===== src/rtl/awu_pkg.sv =====
// Constants, field layouts and state codes of the halt wake-up timer.
// Assumes a single 40 MHz system clock and an AXI4-Lite register port.
package awu_pkg;

  // Register indices; byte address is four times the index
  localparam logic [7:0]  IDX_CSR      = 8'h2b;
  localparam logic [7:0]  IDX_PR       = 8'h2c;
  localparam logic [7:0]  IDX_STAT     = 8'h2d;
  localparam logic [7:0]  IDX_MASK     = 8'h2e;
  localparam int          ADDR_W       = 12;

  // Control/status fields
  localparam int          CSR_EN_BIT   = 0;
  localparam int          CSR_MEAS_BIT = 1;
  localparam int          CSR_FLAG_BIT = 2;
  localparam logic [7:0]  CSR_RESET    = 8'h00;
  localparam logic [7:0]  PR_RESET     = 8'hff;
  localparam logic [7:0]  PR_FORBIDDEN = 8'h00;

  // Event status and mask layout
  localparam int          STAT_W       = 3;
  localparam int          ST_WAKE      = 0;
  localparam int          ST_EXIT      = 1;
  localparam int          ST_WDG       = 2;
  localparam logic [2:0]  STAT_RESET   = 3'h0;

  // Interrupt mask level forced at halt entry
  localparam logic [1:0]  CC_HALT_MASK = 2'h2;

  // Counting chain
  localparam logic [5:0]  DIV_LAST     = 6'h3f;
  localparam logic [7:0]  CNT_ONE      = 8'h01;

  // Main oscillator stabilisation, in CPU cycles
  localparam int          STAB_SHORT   = 256;
  localparam int          STAB_LONG    = 4096;
  localparam logic [12:0] STAB_SHORT_LD = 13'(STAB_SHORT - 1);
  localparam logic [12:0] STAB_LONG_LD  = 13'(STAB_LONG - 1);

  localparam logic [1:0]  RESP_OKAY    = 2'h0;
  localparam logic [1:0]  RESP_SLVERR  = 2'h2;

  typedef enum logic [4:0] {
    ST_RUN     = 5'h01,
    ST_HALT    = 5'h02,
    ST_ACTIVE  = 5'h04,
    ST_TIMED   = 5'h08,
    ST_STARTUP = 5'h10
  } awu_state_t;

endpackage


===== src/rtl/awu_chain_if.sv =====
// Signals between the mode controller and the wake-up counting chain.
// Assumes both ends run on the system clock.
`timescale 1ns/1ps
interface awu_chain_if;
  logic       rc_tick;
  logic       restart;
  logic       run;
  logic [7:0] prescale;
  logic       expire;
  modport ctrl  (output rc_tick, restart, run, prescale, input expire);
  modport chain (input rc_tick, restart, run, prescale, output expire);
endinterface


===== src/rtl/awu_top.sv =====
// Halt wake-up timer: mode control, registers over AXI4-Lite, interrupt.
// Assumes CPU strobes and the RC clock sample are synchronous to CLOCK_I.
//
// How it works
// - Halt with wake enable, no RTC: timed halt
// - Halt with RTC interrupt enabled: active halt
// - Timed halt starts RC oscillator and chain
// - RC clock divided by 64 then prescaler
// - Expiry sets wake flag, interrupt ends halt
// - Wake restarts oscillator, waits 256/4096 cycles
// - Reading control/status clears wake flag
// - Measure bit routes RC clock to capture
// - Reset or exit interrupt also ends halt
// - Halt entry forces interrupt mask to 10b
// - Timed halt stops main and peripheral clocks
// - Watchdog option permits halt or resets
// - Wake enable freely writable by software
// - Control/status resets zero, upper bits zero
// - Prescaler resets FFh, factor equals value
//
// The AXI4-Lite register port is this design's own decision.
`timescale 1ns/1ps
module awu_top
  import awu_pkg::*;
(
  input  wire logic        CLOCK_I,
  input  wire logic        RSTN_I,
  input  wire logic [11:0] S_AXI_AWADDR_I,
  input  wire logic        S_AXI_AWVALID_I,
  output logic             S_AXI_AWREADY_O,
  input  wire logic [31:0] S_AXI_WDATA_I,
  input  wire logic [3:0]  S_AXI_WSTRB_I,
  input  wire logic        S_AXI_WVALID_I,
  output logic             S_AXI_WREADY_O,
  output logic [1:0]       S_AXI_BRESP_O,
  output logic             S_AXI_BVALID_O,
  input  wire logic        S_AXI_BREADY_I,
  input  wire logic [11:0] S_AXI_ARADDR_I,
  input  wire logic        S_AXI_ARVALID_I,
  output logic             S_AXI_ARREADY_O,
  output logic [31:0]      S_AXI_RDATA_O,
  output logic [1:0]       S_AXI_RRESP_O,
  output logic             S_AXI_RVALID_O,
  input  wire logic        S_AXI_RREADY_I,
  input  wire logic        HALT_EXEC_I,
  input  wire logic        RTC_INTERRUPT_ENABLE_I,
  input  wire logic        HALT_EXIT_IRQ_I,
  input  wire logic        WDG_ENABLED_I,
  input  wire logic        WATCHDOG_HALT_OPTION_I,
  input  wire logic        STARTUP_LONG_I,
  input  wire logic        WAKE_RC_CLOCK_I,
  output logic             WAKE_RC_OSC_EN_O,
  output logic             TIMER_CAPTURE_INPUT_ONE_O,
  output logic             MAIN_OSC_EN_O,
  output logic             CPU_CLK_EN_O,
  output logic             PERIPH_CLK_EN_O,
  output logic             TIMED_HALT_MODE_O,
  output logic             ACTIVE_HALT_MODE_O,
  output logic             CC_MASK_FORCE_O,
  output logic [1:0]       CONDITION_CODE_MASK_O,
  output logic             WDG_RESET_O,
  output logic             WAKE_IRQ_O,
  output logic             IRQ_O
);

  function automatic logic addr_is(input logic [11:0] a,
                                   input logic [7:0]  idx);
    addr_is = (a == {2'h0, idx, 2'h0});
  endfunction

  function automatic logic addr_known(input logic [11:0] a);
    addr_known = addr_is(a, IDX_CSR) || addr_is(a, IDX_PR) ||
                 addr_is(a, IDX_STAT) || addr_is(a, IDX_MASK);
  endfunction

  typedef struct packed {
    awu_state_t          st;
    logic                wake_en;
    logic                meas_en;
    logic                wake_flag;
    logic [7:0]          prescale;
    logic [STAT_W-1:0]   stat;
    logic [STAT_W-1:0]   mask;
    logic                rc_prev;
    logic                rc_tick;
    logic                chain_restart;
    logic                stab_start;
    logic                aw_got;
    logic [11:0]         awaddr;
    logic                w_got;
    logic [31:0]         wdata;
    logic                wstrb0;
    logic                awready;
    logic                wready;
    logic                bvalid;
    logic [1:0]          bresp;
    logic                arready;
    logic                rvalid;
    logic [31:0]         rdata;
    logic [1:0]          rresp;
    logic                rc_osc_en;
    logic                capture;
    logic                main_osc_en;
    logic                cpu_clk_en;
    logic                periph_clk_en;
    logic                timed_mode;
    logic                active_mode;
    logic                cc_force;
    logic [1:0]          cc_mask;
    logic                wdg_reset;
    logic                irq;
  } awu_top_st_t;

  awu_top_st_t r_reg;
  awu_top_st_t r_next;
  logic        stab_done;

  awu_chain_if ch ();

  assign ch.rc_tick  = r_reg.rc_tick;
  assign ch.restart  = r_reg.chain_restart;
  assign ch.run      = (r_reg.st == ST_TIMED);
  assign ch.prescale = r_reg.prescale;

  awu_chain u_chain (
    .clk_i  (CLOCK_I),
    .rstn_i (RSTN_I),
    .ch     (ch.chain)
  );

  awu_stab u_stab (
    .clk_i   (CLOCK_I),
    .rstn_i  (RSTN_I),
    .start_i (r_reg.stab_start),
    .long_i  (STARTUP_LONG_I),
    .done_o  (stab_done)
  );

  always_comb begin
    logic        wr_do;
    logic        rd_do;
    logic        rd_csr;
    logic        rd_stat;
    logic [7:0]  wbyte;
    logic [STAT_W-1:0] ev;
    wr_do   = 1'b0;
    rd_do   = 1'b0;
    rd_csr  = 1'b0;
    rd_stat = 1'b0;
    wbyte   = '0;
    ev      = '0;
    r_next  = r_reg;

    r_next.chain_restart = 1'b0;
    r_next.stab_start    = 1'b0;
    r_next.cc_force      = 1'b0;
    r_next.wdg_reset     = 1'b0;

    // RC clock edge
    r_next.rc_prev = WAKE_RC_CLOCK_I;
    r_next.rc_tick = WAKE_RC_CLOCK_I && !r_reg.rc_prev;

    // Write address and data, either order
    if (S_AXI_AWVALID_I && r_reg.awready) begin
      r_next.aw_got = 1'b1;
      r_next.awaddr = S_AXI_AWADDR_I;
    end
    if (S_AXI_WVALID_I && r_reg.wready) begin
      r_next.w_got  = 1'b1;
      r_next.wdata  = S_AXI_WDATA_I;
      r_next.wstrb0 = S_AXI_WSTRB_I[0];
    end
    if (r_reg.aw_got && r_reg.w_got && !r_reg.bvalid) begin
      wr_do         = 1'b1;
      r_next.aw_got = 1'b0;
      r_next.w_got  = 1'b0;
      r_next.bvalid = 1'b1;
      r_next.bresp  = addr_known(r_reg.awaddr) ? RESP_OKAY : RESP_SLVERR;
    end else if (r_reg.bvalid && S_AXI_BREADY_I) begin
      r_next.bvalid = 1'b0;
    end

    if (wr_do && r_reg.wstrb0) begin
      wbyte = r_reg.wdata[7:0];
      if (addr_is(r_reg.awaddr, IDX_CSR)) begin
        r_next.wake_en = wbyte[CSR_EN_BIT];
        r_next.meas_en = wbyte[CSR_MEAS_BIT];
      end
      if (addr_is(r_reg.awaddr, IDX_PR) && wbyte != PR_FORBIDDEN) begin
        r_next.prescale = wbyte;
      end
      if (addr_is(r_reg.awaddr, IDX_MASK)) begin
        r_next.mask = wbyte[STAT_W-1:0];
      end
    end

    // Read channel
    if (S_AXI_ARVALID_I && r_reg.arready) begin
      rd_do         = 1'b1;
      rd_csr        = addr_is(S_AXI_ARADDR_I, IDX_CSR);
      rd_stat       = addr_is(S_AXI_ARADDR_I, IDX_STAT);
      r_next.rvalid = 1'b1;
      r_next.rdata  = '0;
      r_next.rresp  = addr_known(S_AXI_ARADDR_I) ? RESP_OKAY : RESP_SLVERR;
      if (rd_csr) begin
        r_next.rdata[CSR_FLAG_BIT] = r_reg.wake_flag;
        r_next.rdata[CSR_MEAS_BIT] = r_reg.meas_en;
        r_next.rdata[CSR_EN_BIT]   = r_reg.wake_en;
      end
      if (addr_is(S_AXI_ARADDR_I, IDX_PR)) begin
        r_next.rdata[7:0] = r_reg.prescale;
      end
      if (rd_stat) begin
        r_next.rdata[STAT_W-1:0] = r_reg.stat;
      end
      if (addr_is(S_AXI_ARADDR_I, IDX_MASK)) begin
        r_next.rdata[STAT_W-1:0] = r_reg.mask;
      end
    end else if (r_reg.rvalid && S_AXI_RREADY_I) begin
      r_next.rvalid = 1'b0;
    end

    // Power mode sequencing
    case (r_reg.st)
      ST_RUN: begin
        if (HALT_EXEC_I) begin
          if (WDG_ENABLED_I && !WATCHDOG_HALT_OPTION_I &&
              !RTC_INTERRUPT_ENABLE_I) begin
            r_next.wdg_reset = 1'b1;
            ev[ST_WDG]       = 1'b1;
          end else begin
            r_next.cc_force = 1'b1;
            if (RTC_INTERRUPT_ENABLE_I) begin
              r_next.st = ST_ACTIVE;
            end else if (r_reg.wake_en) begin
              r_next.st            = ST_TIMED;
              r_next.chain_restart = 1'b1;
            end else begin
              r_next.st = ST_HALT;
            end
          end
        end
      end
      ST_HALT, ST_ACTIVE: begin
        if (HALT_EXIT_IRQ_I) begin
          r_next.st         = ST_STARTUP;
          r_next.stab_start = 1'b1;
          ev[ST_EXIT]       = 1'b1;
        end
      end
      ST_TIMED: begin
        if (ch.expire) begin
          r_next.st         = ST_STARTUP;
          r_next.stab_start = 1'b1;
          ev[ST_WAKE]       = 1'b1;
        end else if (HALT_EXIT_IRQ_I) begin
          r_next.st         = ST_STARTUP;
          r_next.stab_start = 1'b1;
          ev[ST_EXIT]       = 1'b1;
        end
      end
      ST_STARTUP: begin
        if (stab_done) begin
          r_next.st = ST_RUN;
        end
      end
      default: begin
        r_next.st = ST_RUN;
      end
    endcase

    // Sticky flags: setting wins over read clear
    r_next.wake_flag = (r_reg.wake_flag && !rd_csr) || ev[ST_WAKE];
    r_next.stat      = (rd_stat ? STAT_RESET : r_reg.stat) | ev;

    // Registered outputs follow the next state; capture follows the current one
    r_next.awready = !r_next.aw_got;
    r_next.wready  = !r_next.w_got;
    r_next.arready = !r_next.rvalid;
    r_next.timed_mode  = (r_next.st == ST_TIMED);
    r_next.active_mode = (r_next.st == ST_ACTIVE);
    r_next.main_osc_en = (r_next.st == ST_RUN) || (r_next.st == ST_ACTIVE) ||
                         (r_next.st == ST_STARTUP);
    r_next.cpu_clk_en    = (r_next.st == ST_RUN);
    r_next.periph_clk_en = (r_next.st == ST_RUN);
    r_next.rc_osc_en = r_next.timed_mode ||
                       (r_next.meas_en && r_next.st == ST_RUN);
    r_next.capture = r_reg.meas_en && (r_reg.st == ST_RUN) &&
                     r_reg.rc_prev;
    if (r_next.cc_force) begin
      r_next.cc_mask = CC_HALT_MASK;
    end
    r_next.irq = |(r_next.stat & r_next.mask);
    if (rd_do || wr_do) begin
      r_next.irq = r_next.irq;
    end
  end

  always_ff @(posedge CLOCK_I) begin
    if (!RSTN_I) begin
      r_reg               <= '0;
      r_reg.st            <= ST_RUN;
      r_reg.wake_en       <= CSR_RESET[CSR_EN_BIT];
      r_reg.meas_en       <= CSR_RESET[CSR_MEAS_BIT];
      r_reg.wake_flag     <= CSR_RESET[CSR_FLAG_BIT];
      r_reg.prescale      <= PR_RESET;
      r_reg.stat          <= STAT_RESET;
      r_reg.mask          <= STAT_RESET;
      r_reg.awready       <= 1'b1;
      r_reg.wready        <= 1'b1;
      r_reg.arready       <= 1'b1;
      r_reg.main_osc_en   <= 1'b1;
      r_reg.cpu_clk_en    <= 1'b1;
      r_reg.periph_clk_en <= 1'b1;
    end else begin
      r_reg <= r_next;
    end
  end

  assign S_AXI_AWREADY_O           = r_reg.awready;
  assign S_AXI_WREADY_O            = r_reg.wready;
  assign S_AXI_BRESP_O             = r_reg.bresp;
  assign S_AXI_BVALID_O            = r_reg.bvalid;
  assign S_AXI_ARREADY_O           = r_reg.arready;
  assign S_AXI_RDATA_O             = r_reg.rdata;
  assign S_AXI_RRESP_O             = r_reg.rresp;
  assign S_AXI_RVALID_O            = r_reg.rvalid;
  assign WAKE_RC_OSC_EN_O          = r_reg.rc_osc_en;
  assign TIMER_CAPTURE_INPUT_ONE_O = r_reg.capture;
  assign MAIN_OSC_EN_O             = r_reg.main_osc_en;
  assign CPU_CLK_EN_O              = r_reg.cpu_clk_en;
  assign PERIPH_CLK_EN_O           = r_reg.periph_clk_en;
  assign TIMED_HALT_MODE_O         = r_reg.timed_mode;
  assign ACTIVE_HALT_MODE_O        = r_reg.active_mode;
  assign CC_MASK_FORCE_O           = r_reg.cc_force;
  assign CONDITION_CODE_MASK_O     = r_reg.cc_mask;
  assign WDG_RESET_O               = r_reg.wdg_reset;
  assign WAKE_IRQ_O                = r_reg.wake_flag;
  assign IRQ_O                     = r_reg.irq;

endmodule // awu_top


===== src/rtl/awu_chain.sv =====
// Fixed divide-by-64 followed by the programmable prescaler count.
// Assumes rc_tick is a one-cycle pulse per RC oscillator period.
`timescale 1ns/1ps
module awu_chain
  import awu_pkg::*;
(
  input  wire logic   clk_i,
  input  wire logic   rstn_i,
  awu_chain_if.chain  ch
);

  typedef struct packed {
    logic [5:0] div;
    logic [7:0] cnt;
    logic       expire;
  } awu_chain_st_t;

  awu_chain_st_t r_reg;
  awu_chain_st_t r_next;

  always_comb begin
    r_next        = r_reg;
    r_next.expire = 1'b0;
    if (ch.restart) begin
      r_next.div = '0;
      r_next.cnt = ch.prescale;
    end else if (ch.run && ch.rc_tick) begin
      r_next.div = 6'(r_reg.div + 6'h01);
      if (r_reg.div == DIV_LAST) begin
        if (r_reg.cnt <= CNT_ONE) begin
          r_next.expire = 1'b1;
        end else begin
          r_next.cnt = 8'(r_reg.cnt - CNT_ONE);
        end
      end
    end
  end

  always_ff @(posedge clk_i) begin
    if (!rstn_i) begin
      r_reg <= '{div: '0, cnt: PR_RESET, expire: 1'b0};
    end else begin
      r_reg <= r_next;
    end
  end

  assign ch.expire = r_reg.expire;

endmodule // awu_chain


===== src/rtl/awu_stab.sv =====
// Main oscillator stabilisation delay of 256 or 4096 cycles.
// Assumes start is a one-cycle pulse; done pulses once at the end.
`timescale 1ns/1ps
module awu_stab
  import awu_pkg::*;
(
  input  wire logic clk_i,
  input  wire logic rstn_i,
  input  wire logic start_i,
  input  wire logic long_i,
  output logic      done_o
);

  typedef struct packed {
    logic        busy;
    logic [12:0] cnt;
    logic        done;
  } awu_stab_st_t;

  awu_stab_st_t r_reg;
  awu_stab_st_t r_next;

  always_comb begin
    r_next      = r_reg;
    r_next.done = 1'b0;
    if (start_i) begin
      r_next.busy = 1'b1;
      r_next.cnt  = long_i ? STAB_LONG_LD : STAB_SHORT_LD;
    end else if (r_reg.busy) begin
      if (r_reg.cnt == '0) begin
        r_next.busy = 1'b0;
        r_next.done = 1'b1;
      end else begin
        r_next.cnt = 13'(r_reg.cnt - 13'h0001);
      end
    end
  end

  always_ff @(posedge clk_i) begin
    if (!rstn_i) begin
      r_reg <= '0;
    end else begin
      r_reg <= r_next;
    end
  end

  assign done_o = r_reg.done;

endmodule // awu_stab


===== config.mk =====
export PLATFORM = sky130hd
export DESIGN_NAME = awu_top
export DESIGN_NICKNAME = d
export VERILOG_FILES = /design/src/rtl/awu_pkg.sv /design/src/rtl/awu_chain_if.sv /design/src/rtl/awu_top.sv /design/src/rtl/awu_chain.sv /design/src/rtl/awu_stab.sv
export SDC_FILE = /design/constraint.sdc
export NUM_CORES = 1
export LEC_CHECK = 0
export BUFFER_PORTS_ARGS = -buffer_cell sky130_fd_sc_hd__buf_2
export CAP_MARGIN = 20
export CORE_MARGIN = 8
export CORE_UTILIZATION = 37
export CTS_BUF_LIST = sky130_fd_sc_hd__clkbuf_16
export DETAILED_ROUTE_END_ITERATION = 7
export RECOVER_POWER = 50
export SLEW_MARGIN = 20
export SYNTH_ARGS = -nofsm -noshare
export SYNTH_HDL_FRONTEND = slang
export SYNTH_SLANG_ARGS = --single-unit

===== constraint.sdc =====
create_clock -name CLOCK_I -period 3.37 [get_ports CLOCK_I]
set_input_delay 0 -clock CLOCK_I [delete_from_list [all_inputs] [get_ports CLOCK_I]]
set_output_delay 0 -clock CLOCK_I [all_outputs]
set_load 0.02 [all_outputs]

==> results.yml <==
drt:
  ant_nets: 0
  wl_um: 11400
  viasPerCell: 4.83
  num_vias: 3916
  drcViolationCount: 0
  drtPass1Iterations: 7
  initialDrtViolationCount: 193
  wl_per_cell_um: 14.1
critical_path:
  r2r-start: "r_reg[88]$_SDFFE_PN0P_"
  critPathLaunchType: "input port"
  r2r-end: "IRQ_O$_SDFF_PN0_"
  cp.required_ps: 3610
  slowest_delay_ps: 1180
  end_kind: "register"
  critPathSlowestCell: "clkbuf_1"
  cp_data_arrival_time_ps: 2590
  crit_fanout: 53
  critical_path.cell_chain: "clkbuf_1 -> inv_2 -> o311a_1"
  r2r_cells: 6
  criticalPathCategory: "in -> reg"
  r2r_slack_ps: 1160
floorplanning:
  die_area_sq_um: 16900
  dieWidth_um: 130
  start_util_pct: 38.0
  core_area_sq_um: 12600
  die_h_um: 130
  io_pins: 128
  rows: 41
clock_network:
  numCtsBuffers: 9
  clk-insertion-delay-late_ps: 350
  cts_root_buf: "clkbuf_16"
  cts_tree: "done"
  cts_resized: 0
  htree_num_levels: 3
  clockBufferDepth: 2
  clk_pin_slew_worst_paths_ps: 70
  cts_sinks: 104
timing:
  slew_violations: 39
  clock.fmax_mhz: 425
  max_slew_margin_pct: -11.6
  rsz0062_at_grt: "false"
  finClkSkew_ps: 5.11
  tightest_slew_ps: 1670
  setup_ws_ps: 1020
  hold_viol: 0
  finalCritPeriodShare_pct: 69.8
  setup_violations: 0
  min_period_ps: 2350
  tns_ps: 0
cells_and_area:
  final_nets: 712
  drive_above_1_share_pct: 10.6
  final_util_pct: 44.2
  area_delta_synth_final_pct: 16.3
  n_antenna_cell: 0
  largest_reg_flops: 38
run:
  cap_violations: 1
synth:
  avgSynthCellArea_sq_um: 8.50
  yosys_warnings: 0
  synth_cells: 564
  synth_seq_cells: 104
  synth_ff_type: "dfxtp_1"
  synth-edff-count: 0
  synthTopCellsByArea: "dfxtp_1 (43%), buf_4 (6.1%), nand2_1 (6.0%), a21oi_1 (4.9%), mux2i_1 (3.8%)"
  ys_seq_area_share_pct: 43.4
  synth_cell_type_count: 56
  synth_top_cell_area_share_pct: 43.4
  synth_top_area_cell: "dfxtp_1"
  synthArstFlopShare_pct: 0
  synth_area_sq_um: 4800
pwr:
  power.leakage_nw: 2.26
  power.density_nw_per_um2: 464
  power_mw: 2.59
  vdd_drop_max_uv: 199
grt:
  track_usage_pct: 14.1
  grt_pass1_vias: 3918
  grt_overflow_total: 0
  grt_antenna_before_repair: 0
  grt_pass1_wl_um: 18900
  grt_max_degree: 54
status:
  violations: "capacitance limit, slew limit"
  status: "finished, violations left"
min_path:
  hold_path_startpoint: "HALT_EXIT_IRQ_I"
  hold_class: "in -> reg"
  holdPathStages: 3
  whs_endpoint: "r_reg[108]$_SDFF_PN0_"
placed_design:
  place_congestion: 0.786
  portBuffers: 73
  place_hpwl_um: 8370
  pre_cts_slack_ps: 1160
[layer usage]
| layer | global-route usage, % | vias up | wire length [um] |
|---|---|---|---|
| li1 | - | 2010 | - |
| met1 | 17.6 | 1806 | 5370 |
| met2 | 22.9 | 86 | 5350 |
| met3 | 4.04 | 14 | 550 |
| met4 | 4.30 | 0 | 143 |
| met5 | 0 | - | 0 |
[kinds of logic (layout without fill, tap and decap cells)]
family | count (synthesis) | count (layout) | synth area share, %
other cells | 1 | 27 | 0.0782
mux | 18 | 18 | 3.76
compound gates | 93 | 93 | 11.5
fa+ha+maj | 4 | 4 | 1.04
xor+xnor | 21 | 21 | 3.83
simple gates | 241 | 241 | 26.7
buf+inv | 82 | 131 | 9.65
flops | 104 | 104 | 43.4
[metrics by stage]
| stage | instance area, sq um | hold slack, ps | cells |
|---|---|---|---|
| detailed placement | 5080 | 246 | 771 |
| global route | 5580 | 37.8 | 811 |
| floorplan | 4890 | 136 | 590 |
| global placement | 5080 | 242 | 771 |
| CTS | 5610 | 10.7 | 811 |
| finish | 5580 | 20.8 | 811 |
[where the power goes]
group,total (mW),internal [mW],switching (mW)
Sequential,1.30,1.27,0.0345
Clock,1.02,0.568,0.453
Combinational,0.263,0.0985,0.165
[synth_stat cells, types with 3 or more instances]
master    number
nor2_1        44
buf_4         39
ha_1           4
nand2b_1       9
inv_1         15
xor2_1        10
o211ai_1       4
nor3b_1        5
nand2_1       77
mux2i_1       18
o21ai_0       12
nor2b_1       10
or2_1          6
xnor2_1       11
a21oi_1       47
and3_1         7
nor4_1        11
a21o_1         4
a22oi_1        8
or3_1          6
nand3_1       11
clkbuf_1      19
and2_1        13
nand3b_1       5
o21ai_1        6
nor4b_1        4
dfxtp_1      104
nor3_1        14
nand4_1        3
buf_2          7
[repair_timing]
item / in CTS / in global routing
hold buffers: 24 / 0
hold endpoints to repair: 25 / 0
setup buffers: 0 / 0
[cell type report]
class	instances	area (sq um)
clock buffer	9	225
sequential	104	2080
timing repair buffer	98	578
clock inverter	7	62.6
inverter	17	63.8
tap	172	215
multi-input combinational	404	2350
fill	1296	7040
[worst max path at each step]
| stage | start | to | slack (ps) | cells after the start |
|---|---|---|---|---|
| final | RSTN_I | u_chain.r_reg[8]$_SDFFE_PN1P_ | 1020 | 3 |
| after detailed placement | r_reg[88]$_SDFFE_PN0P_ | IRQ_O$_SDFF_PN0_ | 1160 | 6 |
| after global routing | RSTN_I | u_stab.done_o$_SDFF_PP0_ | 720 | 3 |
| after global placement | r_reg[88]$_SDFFE_PN0P_ | IRQ_O$_SDFF_PN0_ | 1230 | 6 |
| after floorplan | u_stab.r_reg[1]$_SDFFE_PN0P_ | u_stab.r_reg[11]$_SDFFE_PN0P_ | 1460 | 9 |
| after CTS | r_reg[88]$_SDFFE_PN0P_ | IRQ_O$_SDFF_PN0_ | 1140 | 6 |
[worst max-delay path, delay by kind of cell]
kind	cells	cell delay, ps
buffers and inverters	2	2010
AOI/OAI and AO/OA	1	550
[cell usage in the layout, fill, tap and decap left out, types with 11 or more instances in the layout]
master and n:
nor2_1 44, conb_1 27, nor4_1 11, nand3_1 11, dfxtp_1 104, clkbuf_1 28
a21oi_1 47, o21ai_0 12, xnor2_1 11, dlygate4sd3_1 24, inv_1 15, nor3_1 14
nand2_1 77, buf_2 45, mux2i_1 18
Note: power is estimated with default switching activity, not from simulation.
